$ cat src/hw/dmrop_pkg.sv
package dmrop_pkg;
    localparam int RESULT_WIDTH = 12;
    localparam int LOW_WIDTH = 8;
    localparam int HIGH_WIDTH = 6;
    localparam int WORD_WIDTH = 14;
    localparam int FIFO_DEPTH = 8;
    localparam logic [13:0] WORD_RESET = 14'h0000;
    // bit positions inside the stored 14-bit word
    localparam int OVERRANGE_POS = 13;
    localparam int SIGN_POS = 12;
    localparam int STATUS_BIT_POS = 7;
    // cycles spent with the high byte selected before the request is looked at;
    // covers the pin filter so a peripheral answering the strobe can still stall
    localparam logic [3:0] REQ_SETTLE_COUNT = 4'h8;

    typedef enum logic [4:0] {
        DMROP_IDLE_STATE = 5'h01,
        DMROP_WAIT_HIGH_STATE = 5'h02,
        DMROP_HIGH_STATE = 5'h04,
        DMROP_WAIT_LOW_STATE = 5'h08,
        DMROP_LOW_STATE = 5'h10
    } dmrop_state_type;
endpackage : dmrop_pkg

$ cat src/hw/dmrop_fifo.sv
`timescale 1ns/1ps
module dmrop_fifo #(
    parameter int WIDTH = 14,
    parameter int DEPTH = 8
) (
    input wire logic clock,
    input wire logic rst,
    input wire logic [WIDTH-1:0] inData,
    input wire logic inValid,
    output logic inReady,
    output logic [WIDTH-1:0] outData,
    output logic outValid,
    input wire logic outReady
);
    localparam int AW = $clog2(DEPTH);
    logic [WIDTH-1:0] mem [DEPTH];
    logic [AW:0] wrPtr_reg;
    logic [AW:0] rdPtr_reg;
    logic doWrite;
    logic doRead;

    assign inReady = (wrPtr_reg - rdPtr_reg) != (AW+1)'(DEPTH);
    assign outValid = wrPtr_reg != rdPtr_reg;
    assign doWrite = inValid && inReady;
    assign doRead = outValid && outReady;
    assign outData = mem[rdPtr_reg[AW-1:0]];

    always_ff @(posedge clock) begin
        if (doWrite) begin
            mem[wrPtr_reg[AW-1:0]] <= inData;
        end
    end

    always_ff @(posedge clock) begin
        if (rst) begin
            wrPtr_reg <= '0;
            rdPtr_reg <= '0;
        end else begin
            if (doWrite) begin
                wrPtr_reg <= wrPtr_reg + 1'b1;
            end
            if (doRead) begin
                rdPtr_reg <= rdPtr_reg + 1'b1;
            end
        end
    end
endmodule : dmrop_fifo

$ cat src/hw/dmrop_port.sv
`timescale 1ns/1ps
// Summary of operation
// - mode input low selects direct output mode under host read control.
// - mode input is pulled down, so an open pin means direct mode.
// - direct mode enables are active-low inputs pulled up when open.
// - low byte holds result bits 1-8; high byte bits 9-12, sign, overrange.
// - chip enable low plus selects drive high, low or whole word; rest released.
// - high selected, low not, in direct mode: bit eight shows status.
// - mode input held high enters handshake mode.
// - handshake sequence starts automatically after a result is latched that leaves the buffer empty.
// - mode rising edge starts a sequence, delayed while latches update.
// - a handshake sequence turns the three enable pins into device outputs.
// - handshake chip enable goes low as a data-valid strobe.
// - handshake byte selects go low to mark the byte on the bus.
// - request high starts transfer; high byte goes first, low byte second.
// - results finishing during a handshake sequence are not latched, discarded.
// - status high through integrate and deintegrate until latched, else low.
module dmrop_port
    import dmrop_pkg::*;
(
    input wire logic clock,
    input wire logic rst,
    // converter side: finished results pass through the buffer
    input wire logic [dmrop_pkg::RESULT_WIDTH-1:0] resultBits,
    input wire logic signBit,
    input wire logic overrange,
    input wire logic resultValid,
    output logic resultReady,
    input wire logic convertBusy,
    // pins; pull resistors are modelled by the pad, which floats high or low
    input wire logic modeSelect,
    input wire logic transferRequest,
    input wire logic chipEnableNIn,
    output logic chipEnableNOut,
    output logic chipEnableNOe,
    input wire logic lowByteSelectNIn,
    output logic lowByteSelectNOut,
    output logic lowByteSelectNOe,
    input wire logic highByteSelectNIn,
    output logic highByteSelectNOut,
    output logic highByteSelectNOe,
    output logic [dmrop_pkg::WORD_WIDTH-1:0] dataOut,
    output logic [dmrop_pkg::WORD_WIDTH-1:0] dataOe,
    output logic statusOut
);
    import dmrop_pkg::*;

    // ------------------------------------------------------------
    // pin synchronisers: three stages, change taken when 2 and 3 agree
    // ------------------------------------------------------------
    logic [4:0] sync1_reg;
    logic [4:0] sync2_reg;
    logic [4:0] sync3_reg;
    logic [4:0] pins_reg;
    always_ff @(posedge clock) begin
        if (rst) begin
            sync1_reg <= 5'h1e;
            sync2_reg <= 5'h1e;
            sync3_reg <= 5'h1e;
            pins_reg <= 5'h1e;
        end else begin
            sync1_reg <= {transferRequest, chipEnableNIn, lowByteSelectNIn,
                          highByteSelectNIn, modeSelect};
            sync2_reg <= sync1_reg;
            sync3_reg <= sync2_reg;
            for (int i = 0; i < 5; i++) begin
                if (sync2_reg[i] == sync3_reg[i]) begin
                    pins_reg[i] <= sync3_reg[i];
                end
            end
        end
    end
    logic modeS;
    logic hbS;
    logic lbS;
    logic ceS;
    logic reqS;
    assign modeS = pins_reg[0];
    assign hbS = pins_reg[1];
    assign lbS = pins_reg[2];
    assign ceS = pins_reg[3];
    assign reqS = pins_reg[4];

    logic modeLast_reg;
    always_ff @(posedge clock) begin
        if (rst) begin
            modeLast_reg <= 1'b0;
        end else begin
            modeLast_reg <= modeS;
        end
    end
    logic modeRise;
    assign modeRise = modeS && !modeLast_reg;

    // ------------------------------------------------------------
    // result buffer and output latches
    // ------------------------------------------------------------
    logic [WORD_WIDTH-1:0] fifoIn;
    logic [WORD_WIDTH-1:0] fifoOut;
    logic fifoValid;
    logic fifoTake;
    assign fifoIn = {overrange, signBit, resultBits};
    dmrop_fifo #(.WIDTH(WORD_WIDTH), .DEPTH(FIFO_DEPTH)) u_fifo (
        .clock(clock),
        .rst(rst),
        .inData(fifoIn),
        .inValid(resultValid),
        .inReady(resultReady),
        .outData(fifoOut),
        .outValid(fifoValid),
        .outReady(fifoTake)
    );

    dmrop_state_type state_reg;
    logic inSequence;
    assign inSequence = state_reg != DMROP_IDLE_STATE;

    // the buffer drains always; a word popped mid-sequence is dropped, so the
    // converter never stalls on a slow peripheral
    assign fifoTake = fifoValid;
    logic [WORD_WIDTH-1:0] word_reg;
    logic latchPulse_reg;
    always_ff @(posedge clock) begin
        if (rst) begin
            word_reg <= WORD_RESET;
            latchPulse_reg <= 1'b0;
        end else begin
            latchPulse_reg <= fifoTake && !inSequence;
            if (fifoTake && !inSequence) begin
                word_reg <= fifoOut;
            end
        end
    end

    // high while converting until the word is latched
    logic status_reg;
    always_ff @(posedge clock) begin
        if (rst) begin
            status_reg <= 1'b0;
        end else begin
            status_reg <= convertBusy || fifoValid;
        end
    end
    assign statusOut = status_reg;

    // ------------------------------------------------------------
    // handshake sequencer
    // ------------------------------------------------------------
    logic pendingEdge_reg;
    logic startSeq;
    // a mode edge during a latch update waits until the buffer has drained, for stable data
    assign startSeq = modeS && !inSequence && !fifoValid
                      && (latchPulse_reg || modeRise || pendingEdge_reg);
    always_ff @(posedge clock) begin
        if (rst) begin
            pendingEdge_reg <= 1'b0;
        end else if (startSeq) begin
            pendingEdge_reg <= 1'b0;
        end else if (modeRise) begin
            pendingEdge_reg <= 1'b1;
        end
    end

    // the request reaches the sequencer through the pin filter, so a drop made in
    // answer to the high byte strobe shows up several cycles late; wait that long
    logic [3:0] settle_reg;
    logic settleDone;
    assign settleDone = settle_reg == REQ_SETTLE_COUNT;
    always_ff @(posedge clock) begin
        if (rst) begin
            settle_reg <= 4'h0;
        end else if (state_reg != DMROP_WAIT_LOW_STATE) begin
            settle_reg <= 4'h0;
        end else if (!settleDone) begin
            settle_reg <= settle_reg + 4'h1;
        end
    end

    always_ff @(posedge clock) begin
        if (rst) begin
            state_reg <= DMROP_IDLE_STATE;
        end else begin
            case (state_reg)
                DMROP_IDLE_STATE: begin
                    if (startSeq) begin
                        state_reg <= DMROP_WAIT_HIGH_STATE;
                    end
                end
                DMROP_WAIT_HIGH_STATE: begin
                    if (reqS) begin
                        state_reg <= DMROP_HIGH_STATE;
                    end
                end
                DMROP_HIGH_STATE: begin
                    state_reg <= DMROP_WAIT_LOW_STATE;
                end
                DMROP_WAIT_LOW_STATE: begin
                    if (settleDone && reqS) begin
                        state_reg <= DMROP_LOW_STATE;
                    end
                end
                DMROP_LOW_STATE: begin
                    state_reg <= DMROP_IDLE_STATE;
                end
                default: begin
                    state_reg <= DMROP_IDLE_STATE;
                end
            endcase
        end
    end

    // ------------------------------------------------------------
    // pin drivers, all registered
    // ------------------------------------------------------------
    logic handshake;
    assign handshake = inSequence;
    logic ceOut_reg;
    logic lbOut_reg;
    logic hbOut_reg;
    logic enOe_reg;
    logic [WORD_WIDTH-1:0] dOut_reg;
    logic [WORD_WIDTH-1:0] dOe_reg;
    logic [WORD_WIDTH-1:0] highMask;
    logic [WORD_WIDTH-1:0] lowMask;
    assign highMask = {{HIGH_WIDTH{1'b1}}, {LOW_WIDTH{1'b0}}};
    assign lowMask = {{HIGH_WIDTH{1'b0}}, {LOW_WIDTH{1'b1}}};

    always_ff @(posedge clock) begin
        if (rst) begin
            ceOut_reg <= 1'b1;
            lbOut_reg <= 1'b1;
            hbOut_reg <= 1'b1;
            enOe_reg <= 1'b1;
            dOut_reg <= WORD_RESET;
            dOe_reg <= '1;
        end else begin
            dOut_reg <= word_reg;
            if (handshake) begin
                enOe_reg <= 1'b0;
                ceOut_reg <= !(state_reg == DMROP_HIGH_STATE
                               || state_reg == DMROP_LOW_STATE);
                hbOut_reg <= !(state_reg == DMROP_HIGH_STATE
                               || state_reg == DMROP_WAIT_LOW_STATE);
                lbOut_reg <= state_reg != DMROP_LOW_STATE;
                if (state_reg == DMROP_HIGH_STATE || state_reg == DMROP_WAIT_LOW_STATE) begin
                    dOe_reg <= ~highMask;
                end else if (state_reg == DMROP_LOW_STATE) begin
                    dOe_reg <= ~lowMask;
                end else begin
                    dOe_reg <= '1;
                end
            end else begin
                // direct mode: enables are inputs, request ignored
                enOe_reg <= 1'b1;
                ceOut_reg <= 1'b1;
                lbOut_reg <= 1'b1;
                hbOut_reg <= 1'b1;
                dOe_reg <= '1;
                if (!ceS && !modeS) begin
                    if (!hbS && !lbS) begin
                        dOe_reg <= '0;
                    end else if (!hbS) begin
                        dOe_reg <= ~highMask;
                        dOe_reg[STATUS_BIT_POS] <= 1'b0;
                        dOut_reg[STATUS_BIT_POS] <= status_reg;
                    end else if (!lbS) begin
                        dOe_reg <= ~lowMask;
                    end
                end
            end
        end
    end

    assign chipEnableNOut = ceOut_reg;
    assign lowByteSelectNOut = lbOut_reg;
    assign highByteSelectNOut = hbOut_reg;
    assign chipEnableNOe = enOe_reg;
    assign lowByteSelectNOe = enOe_reg;
    assign highByteSelectNOe = enOe_reg;
    assign dataOut = dOut_reg;
    assign dataOe = dOe_reg;
endmodule : dmrop_port

$ cat config.mk
export PLATFORM = sky130hd
export DESIGN_NAME = dmrop_port
export DESIGN_NICKNAME = d
export VERILOG_FILES = /design/src/hw/dmrop_pkg.sv /design/src/hw/dmrop_fifo.sv /design/src/hw/dmrop_port.sv
export SDC_FILE = /design/constraint.sdc
export NUM_CORES = 1
export LEC_CHECK = 0
export BUFFER_PORTS_ARGS = -buffer_cell sky130_fd_sc_hd__buf_2
export CORE_ASPECT_RATIO = 0.5
export CORE_MARGIN = 1.5
export CORE_UTILIZATION = 25
export CTS_BUF_LIST = sky130_fd_sc_hd__clkbuf_4 sky130_fd_sc_hd__clkbuf_8
export CTS_CLUSTER_DIAMETER = 80
export CTS_CLUSTER_SIZE = 16
export DETAILED_ROUTE_END_ITERATION = 10
export GPL_TIMING_DRIVEN = 1
export SYNTH_ARGS = -nofsm -noshare
export SYNTH_HDL_FRONTEND = slang
export SYNTH_SLANG_ARGS = --single-unit
$ cat constraint.sdc
create_clock -name clock -period 6.76 [get_ports clock]
set_input_delay 1.352 -clock clock [delete_from_list [all_inputs] [get_ports clock]]
set_output_delay 1.352 -clock clock [all_outputs]
set_load 0.01 [all_outputs]
==> out/results.tsv <==
stage	metric	value	unit
run_status	status	finished, final reports clean	
clock_tree	Setup Buffers After CTS	0	
critical_path	Worst EP arrival	3.47	ns
routing	Detail Route Antenna Nets	0	
routing	Post-Route WL	13600	microns
sta	Worst Setup Slack, final	1.94	ns
grt	GRT Total Usage	9.66	%
floorplan	Chip Width	242	microns
clock_tree	cts hold-fix bufs	0	
final_layout	fillcell total	2796	
power	Leakage	0.00277	uW
synthesis	Synth area leader	edfxtp_1	
synthesis	post-synth cell types	51	
placement	RD Place Congestion	0.731	
floorplan	Die Y	122	microns
synthesis	Synth warnings	0	
placement	number of port buffers	58	
sta	ratio of final minimum period to clock period	71.4	%
critical_path	cell chain of the critical path	clkinv_1, ha_1, a21oi_1, a21boi_2, nor4b_4, inv_1, buf_2	
sta	Final Max Tran Viols	0	
floorplan	Die Area	29500	sq um
synthesis	post-synthesis register bit count	188	
critical_path	Worst setup EP type	output pin	
floorplan	Core Box Area	27800	sq um
final_layout	share of cells above drive strength 1	28.6	%
routing	vias	3885	
placement	dpl hpwl	8300	microns
sta	actual slew at the worst max-slew pin	1.07	ns
routing	1st-iter DRT viols	262	
floorplan	io pins	59	
placement	pre-CTS WS	2.40	ns
synthesis	Post-synth ARST share	0	%
grt	first-pass GRT wire length	21200	microns
final_layout	max reg flops	112	
job	maxcap violations	0	
clock_tree	clk root buf	clkbuf_8	
sta	post-route setup TNS	0	ns
routing	DRC errors left	0	
sta	Max Freq	0.207	GHz
power	pwr/cell area	351	nW/um^2
grt	initial antenna violation count	1	
synthesis	Synth top area share	47.3	%
synthesis	sequential share of the synthesized area	68.7	%
clock_tree	number of H-tree levels	4	
clock_tree	CTS tree	built	
critical_path	CP Data Required Time	5.41	ns
grt	largest net degree at the start of global routing	49	
critical_path	delay-heaviest family, CP	buffers and inverters	
clock_tree	# clock sinks	188	
synthesis	top cells by area, synth	edfxtp_1 (47%), dfxtp_1 (21%), mux4_2 (8.9%), nand2_1 (2.2%), nor2b_1 (1.8%)	
critical_path	crit-path max FO	16	
synthesis	Avg Synthesized Cell Area	14.7	sq um
clock_tree	PostCTS Resize Cnt	0	
routing	Pre-antenna DRT Iters	6	
synthesis	main flop type after synthesis	edfxtp_1	
final_layout	Ant. Diodes	0	
routing	Via density	4.19	
synthesis	EDFF count, synth	112	
synthesis	post-synthesis cell area	7110	sq um
sta	final-report hold violation count	0	
sta	Hold WS	0.414	ns
grt	vias in the first global route	3909	
critical_path	Crit Path Class	flop to output pin	
final_layout	Nets	562	
critical_path	Max stage delay on crit path	0.76	ns
floorplan	Starting Density	25.6	%
sta	fin crit period	4.82	ns
routing	wire per inst	14.6	microns
final_layout	synth-to-layout area growth	15.2	%
synthesis	Synth Instances	484	
clock_tree	CTS Buf Count	17	
floorplan	FP Rows	43	
clock_tree	CTS max path bufs	2	
clock_tree	clock latency on the worst-skew pair	0.48	ns
critical_path	Worst Path Buf+Inv	3	
grt	GRT overflow	0	
clock_tree	clock slew at reported path FFs	0.09	ns
placement	placed cell count	895	
sta	Rel. slew slack	28.9	%
final_layout	fin cells	927	
min_path	Worst Hold Class	flop to flop	
power	maximum vdd drop	0.132	mV
sta	Max Clock Skew	0.0241	ns
sta	RSZ-0062 raised after global routing	no	
synthesis	Post-Synthesis Net Count	514	
critical_path	Slowest-stage cell, CP	dfxtp_1	
sta	Setup-failing EPs final	0	
critical_path	CP startpoint kind	flop	
==> cells by family after synthesis <==
| group | count (synthesis) | share of synthesized area [%] |
|---|---|---|
| flip-flops | 188 | 68.7 |
| AND/OR/NAND/NOR | 141 | 10.8 |
| AO/OA/AOI/OAI | 58 | 4.63 |
| buffers and inverters | 46 | 3.54 |
| multiplexers | 34 | 9.87 |
| XOR/XNOR | 10 | 1.23 |
| adder cells (fa/ha/maj) | 7 | 1.23 |
==> where the power goes <==
group / switching (uW) / internal, uW
clock: 424 / 354
sequential: 89.7 / 1360
combinational: 356 / 293
total: 870 / 2000
==> final cells by class <==
class | instances | area, sq um | area share (%)
Multi-Input combinational cell | 250 | 2010 | 24.6
Clock inverter | 14 | 178 | 2.17
Inverter | 8 | 30.0 | 0.367
Timing Repair Buffer | 67 | 358 | 4.37
Sequential cell | 188 | 4890 | 59.7
Tap cell | 382 | 478 | 5.84
Clock buffer | 18 | 248 | 3.02
==> per-layer routing <==
| layer | track usage [%] | vias up | part of all wire [%] |
|---|---|---|---|
| li1 | - | 1867 | - |
| met1 | 10.9 | 1940 | 44 |
| met2 | 17.3 | 64 | 50 |
| met3 | 3.00 | 14 | 4.0 |
| met4 | 3.69 | 0 | 1.6 |
| met5 | 0 | - | 0 |
==> per-stage QoR <==
step	power (uW)	cell area, sq um	utilization, %
after floorplan	1980	7110	-
after global placement	2120	7760	27.9
after detailed placement	2140	7760	27.9
after CTS	2920	8190	29.4
after global routing	3030	8190	29.4
final	2870	8190	29.4
==> synth_stat cells, types with 2 or more instances <==
master    count
edfxtp_1    112
nor4_1        3
buf_2         6
mux2_4        2
xor2_1        5
a21oi_1      12
or2_2        12
nor3_1        7
nand4_1       3
xnor2_1       5
buf_1         3
nor2b_1      21
nand3b_1      3
nand4b_1      2
nor2_1       25
a31oi_1      14
inv_1         7
mux2i_1       3
and3_1        3
buf_6         3
mux4_2       28
buf_4        13
o21ai_0      11
nor4b_1       4
ha_1          7
o21ai_1      15
dfxtp_1      76
clkbuf_1     13
nand2_1      41
nand3_1       4
==> placed cells by master (no fill, tap or decap), types with 3 or more instances in the layout <==
cell      instances
o21ai_1          15
ha_1              7
buf_2            58
nand3_1           4
nor2b_1          21
mux2i_1           3
inv_1             7
and3_1            3
edfxtp_1        112
a21oi_1          12
nor4b_2           3
dfxtp_1          74
buf_4             9
xnor2_1           5
nor3_1            6
o21ai_0          11
or2_2            12
nor2_1           25
inv_8             3
nand3b_1          3
a31oi_1          14
nand4_1           3
nand2_1          41
clkbuf_8         18
mux4_2           28
xor2_1            5
==> path summary, 6_finish.rpt <==
kind                                          from                          end  slack (ns)  depth (start not counted)
hold reg to reg            sync1_reg[1]$_SDFF_PP1_      sync2_reg[1]$_SDFF_PP1_        0.41                          1
setup reg to reg  u_fifo.rdPtr_reg[2]$_SDFFE_PP0N_  u_fifo.mem[6][13]$_DFFE_PP_        2.85                          7
setup / recovery  u_fifo.rdPtr_reg[2]$_SDFFE_PP0N_                  resultReady        1.94                          7
hold / removal             sync1_reg[1]$_SDFF_PP1_      sync2_reg[1]$_SDFF_PP1_        0.41                          1
Power figures use the tool's default switching activity.
